==> config.mk <==
export PLATFORM = sky130hd
export DESIGN_NAME = pwct_top
export DESIGN_NICKNAME = d
export VERILOG_FILES = /design/src/pwct_pkg.sv /design/src/pwct_prescaler.sv /design/src/pwct_top.sv
export SDC_FILE = /design/constraint.sdc
export NUM_CORES = 1
export LEC_CHECK = 0
export BUFFER_PORTS_ARGS = -buffer_cell sky130_fd_sc_hd__buf_4
export CAP_MARGIN = 25
export CORE_AREA = 5 5 113 115
export CTS_CLUSTER_DIAMETER = 120
export DETAILED_ROUTE_END_ITERATION = 10
export DIE_AREA = 0 0 118 120
export HOLD_SLACK_MARGIN = 0.06
export PLACE_DENSITY = 0.8
export SLEW_MARGIN = 20
export SYNTH_ARGS = -nofsm -noshare
export SYNTH_HDL_FRONTEND = slang
export SYNTH_HIERARCHICAL = 1
export SYNTH_SLANG_ARGS = --single-unit
==> constraint.sdc <==
create_clock -name REF_CLK -period 2.56 [get_ports REF_CLK]
set_clock_uncertainty 0.05 [all_clocks]
set_input_delay 0.128 -clock REF_CLK [delete_from_list [all_inputs] [get_ports REF_CLK]]
set_output_delay 0.128 -clock REF_CLK [all_outputs]
set_load 0.005 [all_outputs]
==> src/pwct_pkg.sv <==
// constants and types shared by the pulse width capture timer
package pwct_pkg;
	// ==========================================================
	// bus and widths
	localparam int unsigned ADDR_W = 6;
	localparam int unsigned DATA_W = 32;
	localparam int unsigned BE_W   = 4;
	localparam int unsigned CNT_W  = 16;
	localparam int unsigned IRQ_W  = 4;
	localparam int unsigned PRE_W  = 8;
	localparam int unsigned NTAP   = 3;
	localparam int unsigned TAP_LOG [NTAP] = '{1, 3, 5};
	// ==========================================================
	// register byte offsets
	localparam logic [ADDR_W-1:0] OFS_ENABLE = 6'h00;
	localparam logic [ADDR_W-1:0] OFS_RUN    = 6'h04;
	localparam logic [ADDR_W-1:0] OFS_FFCTL  = 6'h08;
	localparam logic [ADDR_W-1:0] OFS_MODE   = 6'h0C;
	localparam logic [ADDR_W-1:0] OFS_CMP0   = 6'h10;
	localparam logic [ADDR_W-1:0] OFS_CMP1   = 6'h14;
	localparam logic [ADDR_W-1:0] OFS_CAP0   = 6'h18;
	localparam logic [ADDR_W-1:0] OFS_CAP1   = 6'h1C;
	localparam logic [ADDR_W-1:0] OFS_COUNT  = 6'h20;
	localparam logic [ADDR_W-1:0] OFS_STATUS = 6'h24;
	localparam logic [ADDR_W-1:0] OFS_MASK   = 6'h28;
	// ==========================================================
	// field positions
	localparam int unsigned EN_BIT       = 7;
	localparam int unsigned RUN_CNT_BIT  = 0;
	localparam int unsigned RUN_PRE_BIT  = 2;
	localparam int unsigned MODE_CLK_LSB = 0;
	localparam int unsigned MODE_CLE_BIT = 2;
	localparam int unsigned MODE_CPM_LSB = 4;
	localparam int unsigned MODE_SWC_BIT = 6;
	localparam int unsigned FF_CTL_LSB   = 0;
	localparam int unsigned FF_INV_LSB   = 2;
	localparam int unsigned ST_CAP0      = 0;
	localparam int unsigned ST_CAP1      = 1;
	localparam int unsigned ST_CMP0      = 2;
	localparam int unsigned ST_CMP1      = 3;
	// ==========================================================
	// reset and read-back values
	localparam logic [CNT_W-1:0] CNT_ONE   = 16'h0001;
	localparam logic [CNT_W-1:0] CNT_ZERO  = 16'h0000;
	localparam logic [DATA_W-1:0] RD_ZERO  = 32'h0000_0000;
	localparam logic [IRQ_W-1:0] IRQ_ZERO  = 4'h0;
	localparam logic [3:0] FF_INV_RST      = 4'h0;
	localparam logic [1:0] FF_CTL_READ     = 2'h3;
	// ==========================================================
	// enumerations
	typedef enum logic [1:0] {
		CLK_PIN  = 2'b00,
		CLK_TAP1 = 2'b01,
		CLK_TAP2 = 2'b10,
		CLK_TAP3 = 2'b11
	} pwct_clk_t;
	typedef enum logic [1:0] {
		CPM_OFF  = 2'b00,
		CPM_RSV1 = 2'b01,
		CPM_EDGE = 2'b10,
		CPM_RSV3 = 2'b11
	} pwct_cpm_t;
	typedef enum logic [1:0] {
		FFC_INV = 2'b00,
		FFC_SET = 2'b01,
		FFC_CLR = 2'b10,
		FFC_NOP = 2'b11
	} pwct_ffc_t;
endpackage

==> src/pwct_prescaler.sv <==
// prescaler: divider that counts while run is high, giving one-cycle ticks on each tap
`timescale 1ns/100ps
module pwct_prescaler
	import pwct_pkg::*;
#(
	parameter int unsigned W = PRE_W
) (
	input  wire logic            clk,
	input  wire logic            rst_n,
	input  wire logic            ce,
	input  wire logic            run,
	output logic      [NTAP-1:0] tick
);
	// ==========================================================
	// divider
	logic [W-1:0]    cnt_r;
	logic [W-1:0]    cnt_nxt;
	logic [NTAP-1:0] tick_r;
	logic [NTAP-1:0] tick_nxt;

	always_comb begin
		cnt_nxt = run ? W'(cnt_r + 1'b1) : cnt_r;
	end

	for (genvar i = 0; i < NTAP; i++) begin : g_tap
		assign tick_nxt[i] = run && (&cnt_r[TAP_LOG[i]-1:0]);
	end

	always_ff @(posedge clk or negedge rst_n) begin
		if (!rst_n) begin
			cnt_r  <= '0;
			tick_r <= '0;
		end else if (ce) begin
			cnt_r  <= cnt_nxt;
			tick_r <= tick_nxt;
		end
	end

	assign tick = tick_r;
endmodule

==> src/pwct_top.sv <==
// pulse width capture timer channel with avalon-mm register slave
// Contract
// mode 10: rise to cap0, fall to cap1
// falling edge stores cap1, raises capture1 irq
// counter steps once per prescaler tick
// software corrects widths beyond counter range
// every rising capture raises capture0 irq
// run bits stop or start prescaler, counter
// flip-flop inversion disable and preset zero
// mode selects free-run, tap, edge capture
// software stops counter before reconfiguring
// 16-bit wrapping counter, captures hold
//
// Local design decisions: the address map and the Avalon-MM slave port.
`timescale 1ns/100ps
module pwct_top
	import pwct_pkg::*;
#(
	parameter int unsigned CW = CNT_W
) (
	input  wire logic              REF_CLK,
	input  wire logic              RESET_N,
	input  wire logic              CE,
	input  wire logic [ADDR_W-1:0] AVS_ADDRESS,
	input  wire logic              AVS_READ,
	input  wire logic              AVS_WRITE,
	input  wire logic [DATA_W-1:0] AVS_WRITEDATA,
	input  wire logic [BE_W-1:0]   AVS_BYTEENABLE,
	output logic      [DATA_W-1:0] AVS_READDATA,
	output logic                   AVS_WAITREQUEST,
	input  wire logic              CAPTURE_INPUT_PIN,
	output logic                   TIMER_FLIPFLOP_OUT,
	output logic                   CAPTURE0_IRQ,
	output logic                   CAPTURE1_IRQ,
	output logic                   IRQ
);
	// ==========================================================
	// state
	logic              ack_r,      ack_nxt;
	logic [DATA_W-1:0] rdata_r,    rdata_nxt;
	logic              en_r,       en_nxt;
	logic              run_pre_r,  run_pre_nxt;
	logic              run_cnt_r,  run_cnt_nxt;
	pwct_clk_t         clk_sel_r,  clk_sel_nxt;
	logic              cle_r,      cle_nxt;
	pwct_cpm_t         cpm_r,      cpm_nxt;
	logic [3:0]        ff_inv_r,   ff_inv_nxt;
	logic              ff_r,       ff_nxt;
	logic [CW-1:0]     cmp0_r,     cmp0_nxt;
	logic [CW-1:0]     cmp1_r,     cmp1_nxt;
	logic [CW-1:0]     cap0_r,     cap0_nxt;
	logic [CW-1:0]     cap1_r,     cap1_nxt;
	logic [CW-1:0]     count_r,    count_nxt;
	logic [IRQ_W-1:0]  status_r,   status_nxt;
	logic [IRQ_W-1:0]  mask_r,     mask_nxt;
	logic              pin_prev_r, pin_prev_nxt;
	logic              c0p_r,      c0p_nxt;
	logic              c1p_r,      c1p_nxt;

	// ==========================================================
	// bus decode
	logic              req;
	logic              wr_fire;
	logic              rd_fire;
	logic [DATA_W-1:0] wmask;
	logic [DATA_W-1:0] wval;
	logic [DATA_W-1:0] rd_mux;

	assign req     = AVS_READ || AVS_WRITE;
	assign wr_fire = AVS_WRITE && ack_r;
	assign rd_fire = AVS_READ && ack_r;

	for (genvar b = 0; b < BE_W; b++) begin : g_be
		assign wmask[8*b +: 8] = {8{AVS_BYTEENABLE[b]}};
	end

	function automatic logic [DATA_W-1:0] merge(input logic [DATA_W-1:0] old);
		merge = (old & ~wmask) | (AVS_WRITEDATA & wmask);
	endfunction

	// ==========================================================
	// prescaler and events
	logic [NTAP-1:0] tap;
	logic            sel_tick;
	logic            step;
	logic            wrap_clr;
	logic            pin_rise;
	logic            pin_fall;
	logic            swcap;
	logic            cap0_ev;
	logic            cap1_ev;
	logic            m0_ev;
	logic            m1_ev;
	logic            ff_wr;
	logic [1:0]      ff_cmd;
	logic [IRQ_W-1:0] ev;

	pwct_prescaler #(
		.W (PRE_W)
	) u_pre (
		.clk   (REF_CLK),
		.rst_n (RESET_N),
		.ce    (CE),
		.run   (en_r && run_pre_r),
		.tick  (tap)
	);

	assign pin_rise = CAPTURE_INPUT_PIN && !pin_prev_r;
	assign pin_fall = !CAPTURE_INPUT_PIN && pin_prev_r;

	always_comb begin
		unique case (clk_sel_r)
			CLK_PIN:  sel_tick = pin_rise;
			CLK_TAP1: sel_tick = tap[0];
			CLK_TAP2: sel_tick = tap[1];
			CLK_TAP3: sel_tick = tap[2];
		endcase
	end

	assign step     = en_r && run_cnt_r && sel_tick;
	assign wrap_clr = cle_r && (count_r == cmp1_r);
	assign m0_ev    = step && (count_r == cmp0_r);
	assign m1_ev    = step && (count_r == cmp1_r);
	assign swcap    = wr_fire && (AVS_ADDRESS == OFS_MODE) && AVS_BYTEENABLE[0]
		&& !AVS_WRITEDATA[MODE_SWC_BIT];
	assign cap0_ev  = en_r && ((cpm_r == CPM_EDGE && pin_rise) || swcap);
	assign cap1_ev  = en_r && cpm_r == CPM_EDGE && pin_fall;
	assign ff_wr    = wr_fire && (AVS_ADDRESS == OFS_FFCTL) && AVS_BYTEENABLE[0];
	assign ff_cmd   = AVS_WRITEDATA[FF_CTL_LSB +: 2];

	always_comb begin
		ev          = '0;
		ev[ST_CAP0] = cap0_ev;
		ev[ST_CAP1] = cap1_ev;
		ev[ST_CMP0] = m0_ev;
		ev[ST_CMP1] = m1_ev;
	end

	// ==========================================================
	// read mux
	always_comb begin
		rd_mux = RD_ZERO;
		case (AVS_ADDRESS)
			OFS_ENABLE: rd_mux[EN_BIT] = en_r;
			OFS_RUN: begin
				rd_mux[RUN_CNT_BIT] = run_cnt_r;
				rd_mux[RUN_PRE_BIT] = run_pre_r;
			end
			OFS_FFCTL: begin
				rd_mux[FF_CTL_LSB +: 2] = FF_CTL_READ;
				rd_mux[FF_INV_LSB +: 4] = ff_inv_r;
			end
			OFS_MODE: begin
				rd_mux[MODE_CLK_LSB +: 2] = clk_sel_r;
				rd_mux[MODE_CLE_BIT]      = cle_r;
				rd_mux[MODE_CPM_LSB +: 2] = cpm_r;
				rd_mux[MODE_SWC_BIT]      = 1'b1;
			end
			OFS_CMP0:   rd_mux[CW-1:0]    = cmp0_r;
			OFS_CMP1:   rd_mux[CW-1:0]    = cmp1_r;
			OFS_CAP0:   rd_mux[CW-1:0]    = cap0_r;
			OFS_CAP1:   rd_mux[CW-1:0]    = cap1_r;
			OFS_COUNT:  rd_mux[CW-1:0]    = count_r;
			OFS_STATUS: rd_mux[IRQ_W-1:0] = status_r;
			OFS_MASK:   rd_mux[IRQ_W-1:0] = mask_r;
			default:    rd_mux = RD_ZERO;
		endcase
	end

	// ==========================================================
	// next state
	always_comb begin
		ack_nxt      = req && !ack_r;
		rdata_nxt    = (AVS_READ && !ack_r) ? rd_mux : rdata_r;
		wval         = merge(RD_ZERO);
		en_nxt       = en_r;
		run_pre_nxt  = run_pre_r;
		run_cnt_nxt  = run_cnt_r;
		clk_sel_nxt  = clk_sel_r;
		cle_nxt      = cle_r;
		cpm_nxt      = cpm_r;
		ff_inv_nxt   = ff_inv_r;
		cmp0_nxt     = cmp0_r;
		cmp1_nxt     = cmp1_r;
		mask_nxt     = mask_r;
		pin_prev_nxt = CAPTURE_INPUT_PIN;
		c0p_nxt      = cap0_ev;
		c1p_nxt      = cap1_ev;
		if (wr_fire) begin
			case (AVS_ADDRESS)
				OFS_ENABLE: begin
					wval   = merge({24'h000000, en_r, 7'h00});
					en_nxt = wval[EN_BIT];
				end
				OFS_RUN: begin
					wval        = merge({29'h00000000, run_pre_r, 1'b0, run_cnt_r});
					run_cnt_nxt = wval[RUN_CNT_BIT];
					run_pre_nxt = wval[RUN_PRE_BIT];
				end
				OFS_FFCTL: begin
					wval       = merge({26'h0000000, ff_inv_r, FF_CTL_READ});
					ff_inv_nxt = wval[FF_INV_LSB +: 4];
				end
				OFS_MODE: begin
					wval        = merge({25'h0000000, 1'b1, cpm_r, 1'b0, cle_r, clk_sel_r});
					clk_sel_nxt = pwct_clk_t'(wval[MODE_CLK_LSB +: 2]);
					cle_nxt     = wval[MODE_CLE_BIT];
					cpm_nxt     = pwct_cpm_t'(wval[MODE_CPM_LSB +: 2]);
				end
				OFS_CMP0: begin
					wval     = merge({16'h0000, cmp0_r});
					cmp0_nxt = wval[CW-1:0];
				end
				OFS_CMP1: begin
					wval     = merge({16'h0000, cmp1_r});
					cmp1_nxt = wval[CW-1:0];
				end
				OFS_MASK: begin
					wval     = merge({28'h0000000, mask_r});
					mask_nxt = wval[IRQ_W-1:0];
				end
				default: wval = merge(RD_ZERO);
			endcase
		end
	end

	// counter, captures, flip-flop, status
	always_comb begin
		count_nxt = count_r;
		if (step) begin
			count_nxt = wrap_clr ? CNT_ZERO : CW'(count_r + CNT_ONE);
		end
		cap0_nxt = cap0_ev ? count_r : cap0_r;
		cap1_nxt = cap1_ev ? count_r : cap1_r;
		ff_nxt   = ff_r ^ ((m0_ev && ff_inv_r[2]) ^ (m1_ev && ff_inv_r[3])
			^ (cap0_ev && ff_inv_r[0]) ^ (cap1_ev && ff_inv_r[1]));
		if (ff_wr) begin
			unique case (pwct_ffc_t'(ff_cmd))
				FFC_INV: ff_nxt = !ff_r;
				FFC_SET: ff_nxt = 1'b1;
				FFC_CLR: ff_nxt = 1'b0;
				FFC_NOP: ff_nxt = ff_r;
			endcase
		end
		status_nxt = status_r;
		if (rd_fire && AVS_ADDRESS == OFS_STATUS) begin
			status_nxt = status_r & ~rdata_r[IRQ_W-1:0];
		end
		status_nxt = status_nxt | ev;
	end

	// ==========================================================
	// registers
	always_ff @(posedge REF_CLK or negedge RESET_N) begin
		if (!RESET_N) begin
			ack_r      <= 1'b0;
			rdata_r    <= RD_ZERO;
			en_r       <= 1'b0;
			run_pre_r  <= 1'b0;
			run_cnt_r  <= 1'b0;
			clk_sel_r  <= CLK_PIN;
			cle_r      <= 1'b0;
			cpm_r      <= CPM_OFF;
			ff_inv_r   <= FF_INV_RST;
			ff_r       <= 1'b0;
			cmp0_r     <= CNT_ZERO;
			cmp1_r     <= CNT_ZERO;
			cap0_r     <= CNT_ZERO;
			cap1_r     <= CNT_ZERO;
			count_r    <= CNT_ZERO;
			status_r   <= IRQ_ZERO;
			mask_r     <= IRQ_ZERO;
			pin_prev_r <= 1'b0;
			c0p_r      <= 1'b0;
			c1p_r      <= 1'b0;
		end else if (CE) begin
			ack_r      <= ack_nxt;
			rdata_r    <= rdata_nxt;
			en_r       <= en_nxt;
			run_pre_r  <= run_pre_nxt;
			run_cnt_r  <= run_cnt_nxt;
			clk_sel_r  <= clk_sel_nxt;
			cle_r      <= cle_nxt;
			cpm_r      <= cpm_nxt;
			ff_inv_r   <= ff_inv_nxt;
			ff_r       <= ff_nxt;
			cmp0_r     <= cmp0_nxt;
			cmp1_r     <= cmp1_nxt;
			cap0_r     <= cap0_nxt;
			cap1_r     <= cap1_nxt;
			count_r    <= count_nxt;
			status_r   <= status_nxt;
			mask_r     <= mask_nxt;
			pin_prev_r <= pin_prev_nxt;
			c0p_r      <= c0p_nxt;
			c1p_r      <= c1p_nxt;
		end
	end

	assign AVS_READDATA       = rdata_r;
	assign AVS_WAITREQUEST    = req && !ack_r;
	assign TIMER_FLIPFLOP_OUT = ff_r;
	assign CAPTURE0_IRQ       = c0p_r;
	assign CAPTURE1_IRQ       = c1p_r;
	assign IRQ                = |(status_r & mask_r);
endmodule

After elaboration in Yosys (flattened, before gate mapping)

Cells that the tools add are included.

Flip-flop bits (word level): 132
Latch bits: 0
Bits in writable memories: 0
Bits in read-only memories: 0
Input bits: 48
Logic and storage cells: 136
Memories kept: 0

$add $sub $neg: 2
Multipliers: 0
Divide/modulo/power cells: 0
$lt $le $gt $ge: 0
Equality and inequality tests: 20
Shifts and indexed selects: 0
Muxes and demuxes: 13
Bitwise logic cells: 24
Reductions and logical operators: 55

Operators with widths:

| cell                  | number |
|---|---|
| $and 16x16->16        | 3 |
| $pmux 8 s5            | 1 |
| $eq 16x16->1          | 2 |
| $or 16x16->16         | 2 |
| $logic_and 1x1->1     | 29 |
| $eq 6x5->1 const B    | 4 |
| $reduce_and 3->1      | 8 |
| $pmux 1 s10           | 2 |
| $eq 6x6->1 const B    | 3 |
| $add 16x1->16 const B | 1 |
| $mux 16               | 1 |
| $not 16->16           | 1 |
| $pmux 2 s7            | 1 |
| $and 4x4->4           | 3 |
| $and 6x6->6           | 2 |
| $eq 6x4->1 const B    | 2 |
| $or 6x6->6            | 2 |
| $pmux 1 s6            | 2 |
| $reduce_and 2->1      | 6 |
| $eq 2x2->1 const B    | 5 |
| $pmux 1 s9            | 1 |
| $add 8x1->8 const B   | 1 |
| $and 8x8->8           | 1 |
| $or 4x4->4            | 2 |
| other kinds (19)      | 29 |

Logic depth before layout (Yosys ltp)

Depth after elaboration: 11
Mapped depth: 9
Mapped depth without buffers: 8

Hierarchy

Netlist, hierarchy kept.

Modules (own cells, without submodules):

| module         | instances | cells each | area an instance (um^2) |
|---|---|---|---|
| pwct_top       | 1         | 539        | 6,154.7 |
| pwct_prescaler | 1         | 29         | 365.4 |

Worst setup path after synthesis

Ideal clock, no wire load.

Path kind: reg2reg
Start: register count_r[0]
End: register ff_r (netlist: TIMER_FLIPFLOP_OUT)
Setup time: 0.082 ns
Arrival time: 1.816 ns
Required time: 2.428 ns
Slack: 0.612 ns
Stages on the path, launching flop included: 9
Buffers on the path: 1
Clock period less this slack: 1.948 ns
Cell sequence: dfrtp_1 > buf_6 > xor2_1 > nor4_1 > nand4_1 > a211o_1 > a21oi_2 > xnor3_1 > a31oi_1

Cells in the longest elaborated chain, start to end: 8
Elaborated cells on any way between the ends: 11
Those cells by class: eq/ne (2); mux (1); bitwise (4); reduce/logical (4)

RTL lines:

| what                                        | line                             | text |
|---|---|---|
| start, declared                             | pwct_top.sv:53                   | `logic [CW-1:0] count_r, count_nxt;` |
| start signal, assigned                      | pwct_top.sv:291                  | `count_r <= count_nxt;` |
| $eq 16x16->1, on equally long branches      | pwct_top.sv:122, pwct_top.sv:123 |  |
| $logic_and 1x1->1, on equally long branches | pwct_top.sv:122, pwct_top.sv:123 |  |
| $logic_and 1x1->1                           | pwct_top.sv:235                  | `ff_nxt = ff_r ^ ((m0_ev && ff_inv_r[2]) ^ (m1_ev && ff_inv_r[3])` |
| $xor 1x1->1 (*)                             | pwct_top.sv:235                  |  |
| $xor 1x1->1 (*) (2 in series)               | pwct_top.sv:236                  | `^ (cap0_ev && ff_inv_r[0]) ^ (cap1_ev && ff_inv_r[1]));` |
| $xor 1x1->1 (*)                             | pwct_top.sv:235                  |  |
| $mux 1 (*)                                  | pwct_top.sv:237                  | `if (ff_wr) begin` |
| end signal, assigned                        | pwct_top.sv:286                  | `ff_r <= ff_nxt;` |
| end, declared                               | pwct_top.sv:48                   | `logic ff_r, ff_nxt;` |

Every way passes the cells marked *; elsewhere a longest branch is shown, timed or not.
A chain may end at the register's enable or synchronous reset.

Worst setup path after layout

Start: register count_r[11]
End: register ff_r (netlist: TIMER_FLIPFLOP_OUT)

The elaborated chain is that of the path after synthesis.

==> impl_results.md <==
- Status: finished, final reports clean
- Chip height: 120 µm
- Total power: approximately 0.005 W
- Synth Instances: 568
- CORE AREA: 11700 µm²
- Residual DRC: 0
- Crit Path Category: register to register
- Final worst slack: 0.159 ns
- RSZ-0062 raised after global routing: false
- FP Rows: 40
- Worst hold stages: 4
- GRT busiest layer: met2
- Placed insts: 752
- CTS H-tree depth: 4
- IO Port Bufs: 50
- Pins over their slew limit: 0
- Sequential element share of the synthesized area: 49.5%
- Core Util, Final: about two thirds
- Synthesized area: between 6000 and 7000 µm²
- Antenna Cells: 0
- CP startpoint kind: register
- WL final: approximately 17000 µm
- Max incr delay on CP: 0.47 ns
- Cell variety after synth: 50
- M1 GR Usage: 31.1%
- CP endpoint kind: register
- Async SR Flop Fraction: 100%
- CP Buf/Inv Count: 0
- Hpwl dp: 11100 µm
- CTS Buf Count: 17
- P_leak: approximately 3.9 nW
- Initial Utilization: between 50% and 60%
- Worst min-delay path class: primary input to register
- Proportion of netlist area held by the largest area contributor: about half
- Stages on the worst setup path: 7
- Synthesis-stage register bit count: 129
- Setup WS pre-CTS: 0.194 ns
- First-pass DRT Iterations: 9
- Grt met2 use: 40.6%
- Starting DRT DRC Count: ~570
- Worst Path Arrival: 2.70 ns
- Gpl congestion: 0.909
- Tcrit/Tclk final: between 90% and 100%
- Slowest-stage cell, CP: dfrtp_1
- Setup TNS: 0 ns
- CTS sink cnt: 129
- DIE AREA: 14200 µm²
- Synth area leaders: dfrtp_1 50%, mux2_2 13%, xor2_1 3.0%
- DR WL/cell: about 21 µm
- Slew margin rel.: 47.5%
- Fmax: approximately 420 MHz
- Initial antenna violation count: 0
- EDFF count, synth: 0
- Proportion of layout cells with a drive suffix above 1: about 30%
- Clk Latency, worst-skew pair: ~0.42 ns
- Final setup violation count: 0
- Critical-path maximum fanout: 7
- Worst slew pin tran: 0.781 ns
- Remaining Overflow, GRT: 0
- First-pass GRT wire length: between 20000 and 30000 µm
- Clock tree from TritonCTS: yes
- Post-DRT Antenna Nets: 0
- CTS Root Cell: clkbuf_16
- Max-cap violations: 0
- Deepest clock path buffer count: 2
- Vias/cell: 6.09
- Power Dens Cells: 638 nW/µm²
- Nets@finish: 698
- Post-synth top area cell: dfrtp_1
- Worst path required time: 2.85 ns
- Clk slew on worst S/H paths: approximately 0.050 ns
- Hold Vio Cnt, Final: 0
- Non-Filler Instances: 804
- Via count of the routed design: 4900
- Largest net degree at the start of global routing: 130
- Ys flop type: dfrtp_1
- Vias in the first global route: around 5100
- Met3 Track Usage GR: 5.28%
- Mapped Avg Cell Area: 11.5 µm²
- Period minus WS final: 2.40 ns
- GRT Util Overall: 24.3%
- Width of the die: 118 µm
- VDD IR max: 601 µV
- Worst-path cell chain: xor2_1 -> nor4_1 -> nand4_1 -> a211o_1 -> a21oi_2 -> xnor3_1 -> a31oi_1
- I/O pins: 85
- Yosys warns: 6
- Delay-heaviest family, CP: simple AND/OR/NAND/NOR gates
- Reg2reg path depth: 7
- Area delta synth->final: 19.7%
## cell usage in the layout (no fill, tap or decap), types with 5 or more instances in the layout
cell           Yosys  routed
dfrtp_1          129     129
mux2_2            78      78
buf_4             18      73
nand2_1           45      45
o21ai_0           26      26
nor2_1            22      22
xor2_1            22      22
dlygate4sd3_1      0      20
xnor2_1           19      19
a22oi_1           17      17
a21oi_1           17      17
clkbuf_16          0      17
conb_1             1      16
a222oi_1          15      15
a21o_1            14      14
nand4_1           10      10
nand3_1           10      10
inv_1              9       9
and3_1             9       9
a221oi_1           9       9
ha_1               6       6
nand2b_1           5       5
## through the flow
| step | area [µm²] | hold WS, ns |
|---|---|---|
| finish | 7810 | 0.0785 |
| global route | 7810 | 0.0740 |
| CTS | 7810 | 0.0659 |
| detailed placement | 6990 | 0.241 |
| global placement | 6990 | 0.233 |
| floorplan | 6580 | -0.218 |
## where the power goes
group | internal, W | switching (W) | total (W)
clock network | 0.00165 | 0.000882 | 0.00253
registers | 0.00208 | 0.0000383 | 0.00211
logic | 0.000147 | 0.000186 | 0.000333
## cell usage after synthesis, drive strengths merged (2+ instances only)
master  count
a21o       14
a21oi      18
a221oi      9
a222oi     15
a22o        3
a22oi      17
a31oi       2
and2        3
and3        9
and4        3
buf        40
clkbuf     12
dfrtp     129
ha          6
inv         9
mux2       81
mux2i       2
nand2      46
nand2b      5
nand3      11
nand3b      3
nand4      10
nor2       23
nor2b       2
nor3        7
nor4        7
o21ai      27
or3         4
xnor2      19
xor2       22
## worst paths after layout
kind                                  startpoint                 end  slack, ns
worst max register to register       count_r[11]  TIMER_FLIPFLOP_OUT       0.16
worst max-delay path                 count_r[11]  TIMER_FLIPFLOP_OUT       0.16
worst min register to register  AVS_READDATA[10]    AVS_READDATA[10]       0.43
max in group asynchronous                RESET_N           async pin       1.66
min in group asynchronous                RESET_N     AVS_READDATA[8]       0.31
worst min-delay path              AVS_ADDRESS[1]     AVS_READDATA[2]       0.08
## repair_timing
item | CTS | global route
hold buffers | 20 | 0
endpoints found under the hold margin | 183 | 0
setup buffers | 0 | 0
resized for setup | 0 | 0
## layer usage
layer | share of wire (%) | routed length [µm]
met1 | 41 | 6810
met2 | 50 | 8280
met3 | 7.4 | 1240
met4 | 2.3 | 391
met5 | 0 | 0
## cell families after synthesis
| family | share of synthesized area [%] |
|---|---|
| xor gates and xnor gates | 5.85 |
| AOI/OAI and AO/OA | 12.1 |
| muxes | 14.8 |
| DFF | 49.5 |
| adders and majority gates | 1.15 |
| other | 0.0575 |
| and+or+nand+nor | 10.8 |
| buffers and inverters | 5.74 |
## tightest hold or removal path, stage by stage
cell and delay (ns):
buf_4 0.08, nor2_1 0.07, nand2_1 0.14, o21ai_1 0.09
## area by class of cell
type / count / area, µm²
clock buffer: 22 / 454
clock inverter: 10 / 159
fill: 861 / 3910
inverter: 9 / 33.8
multi-input combinational: 393 / 2980
sequential: 129 / 3230
tap: 147 / 184
timing repair buffer: 94 / 768
Note: power is estimated with default switching activity, not from simulation.
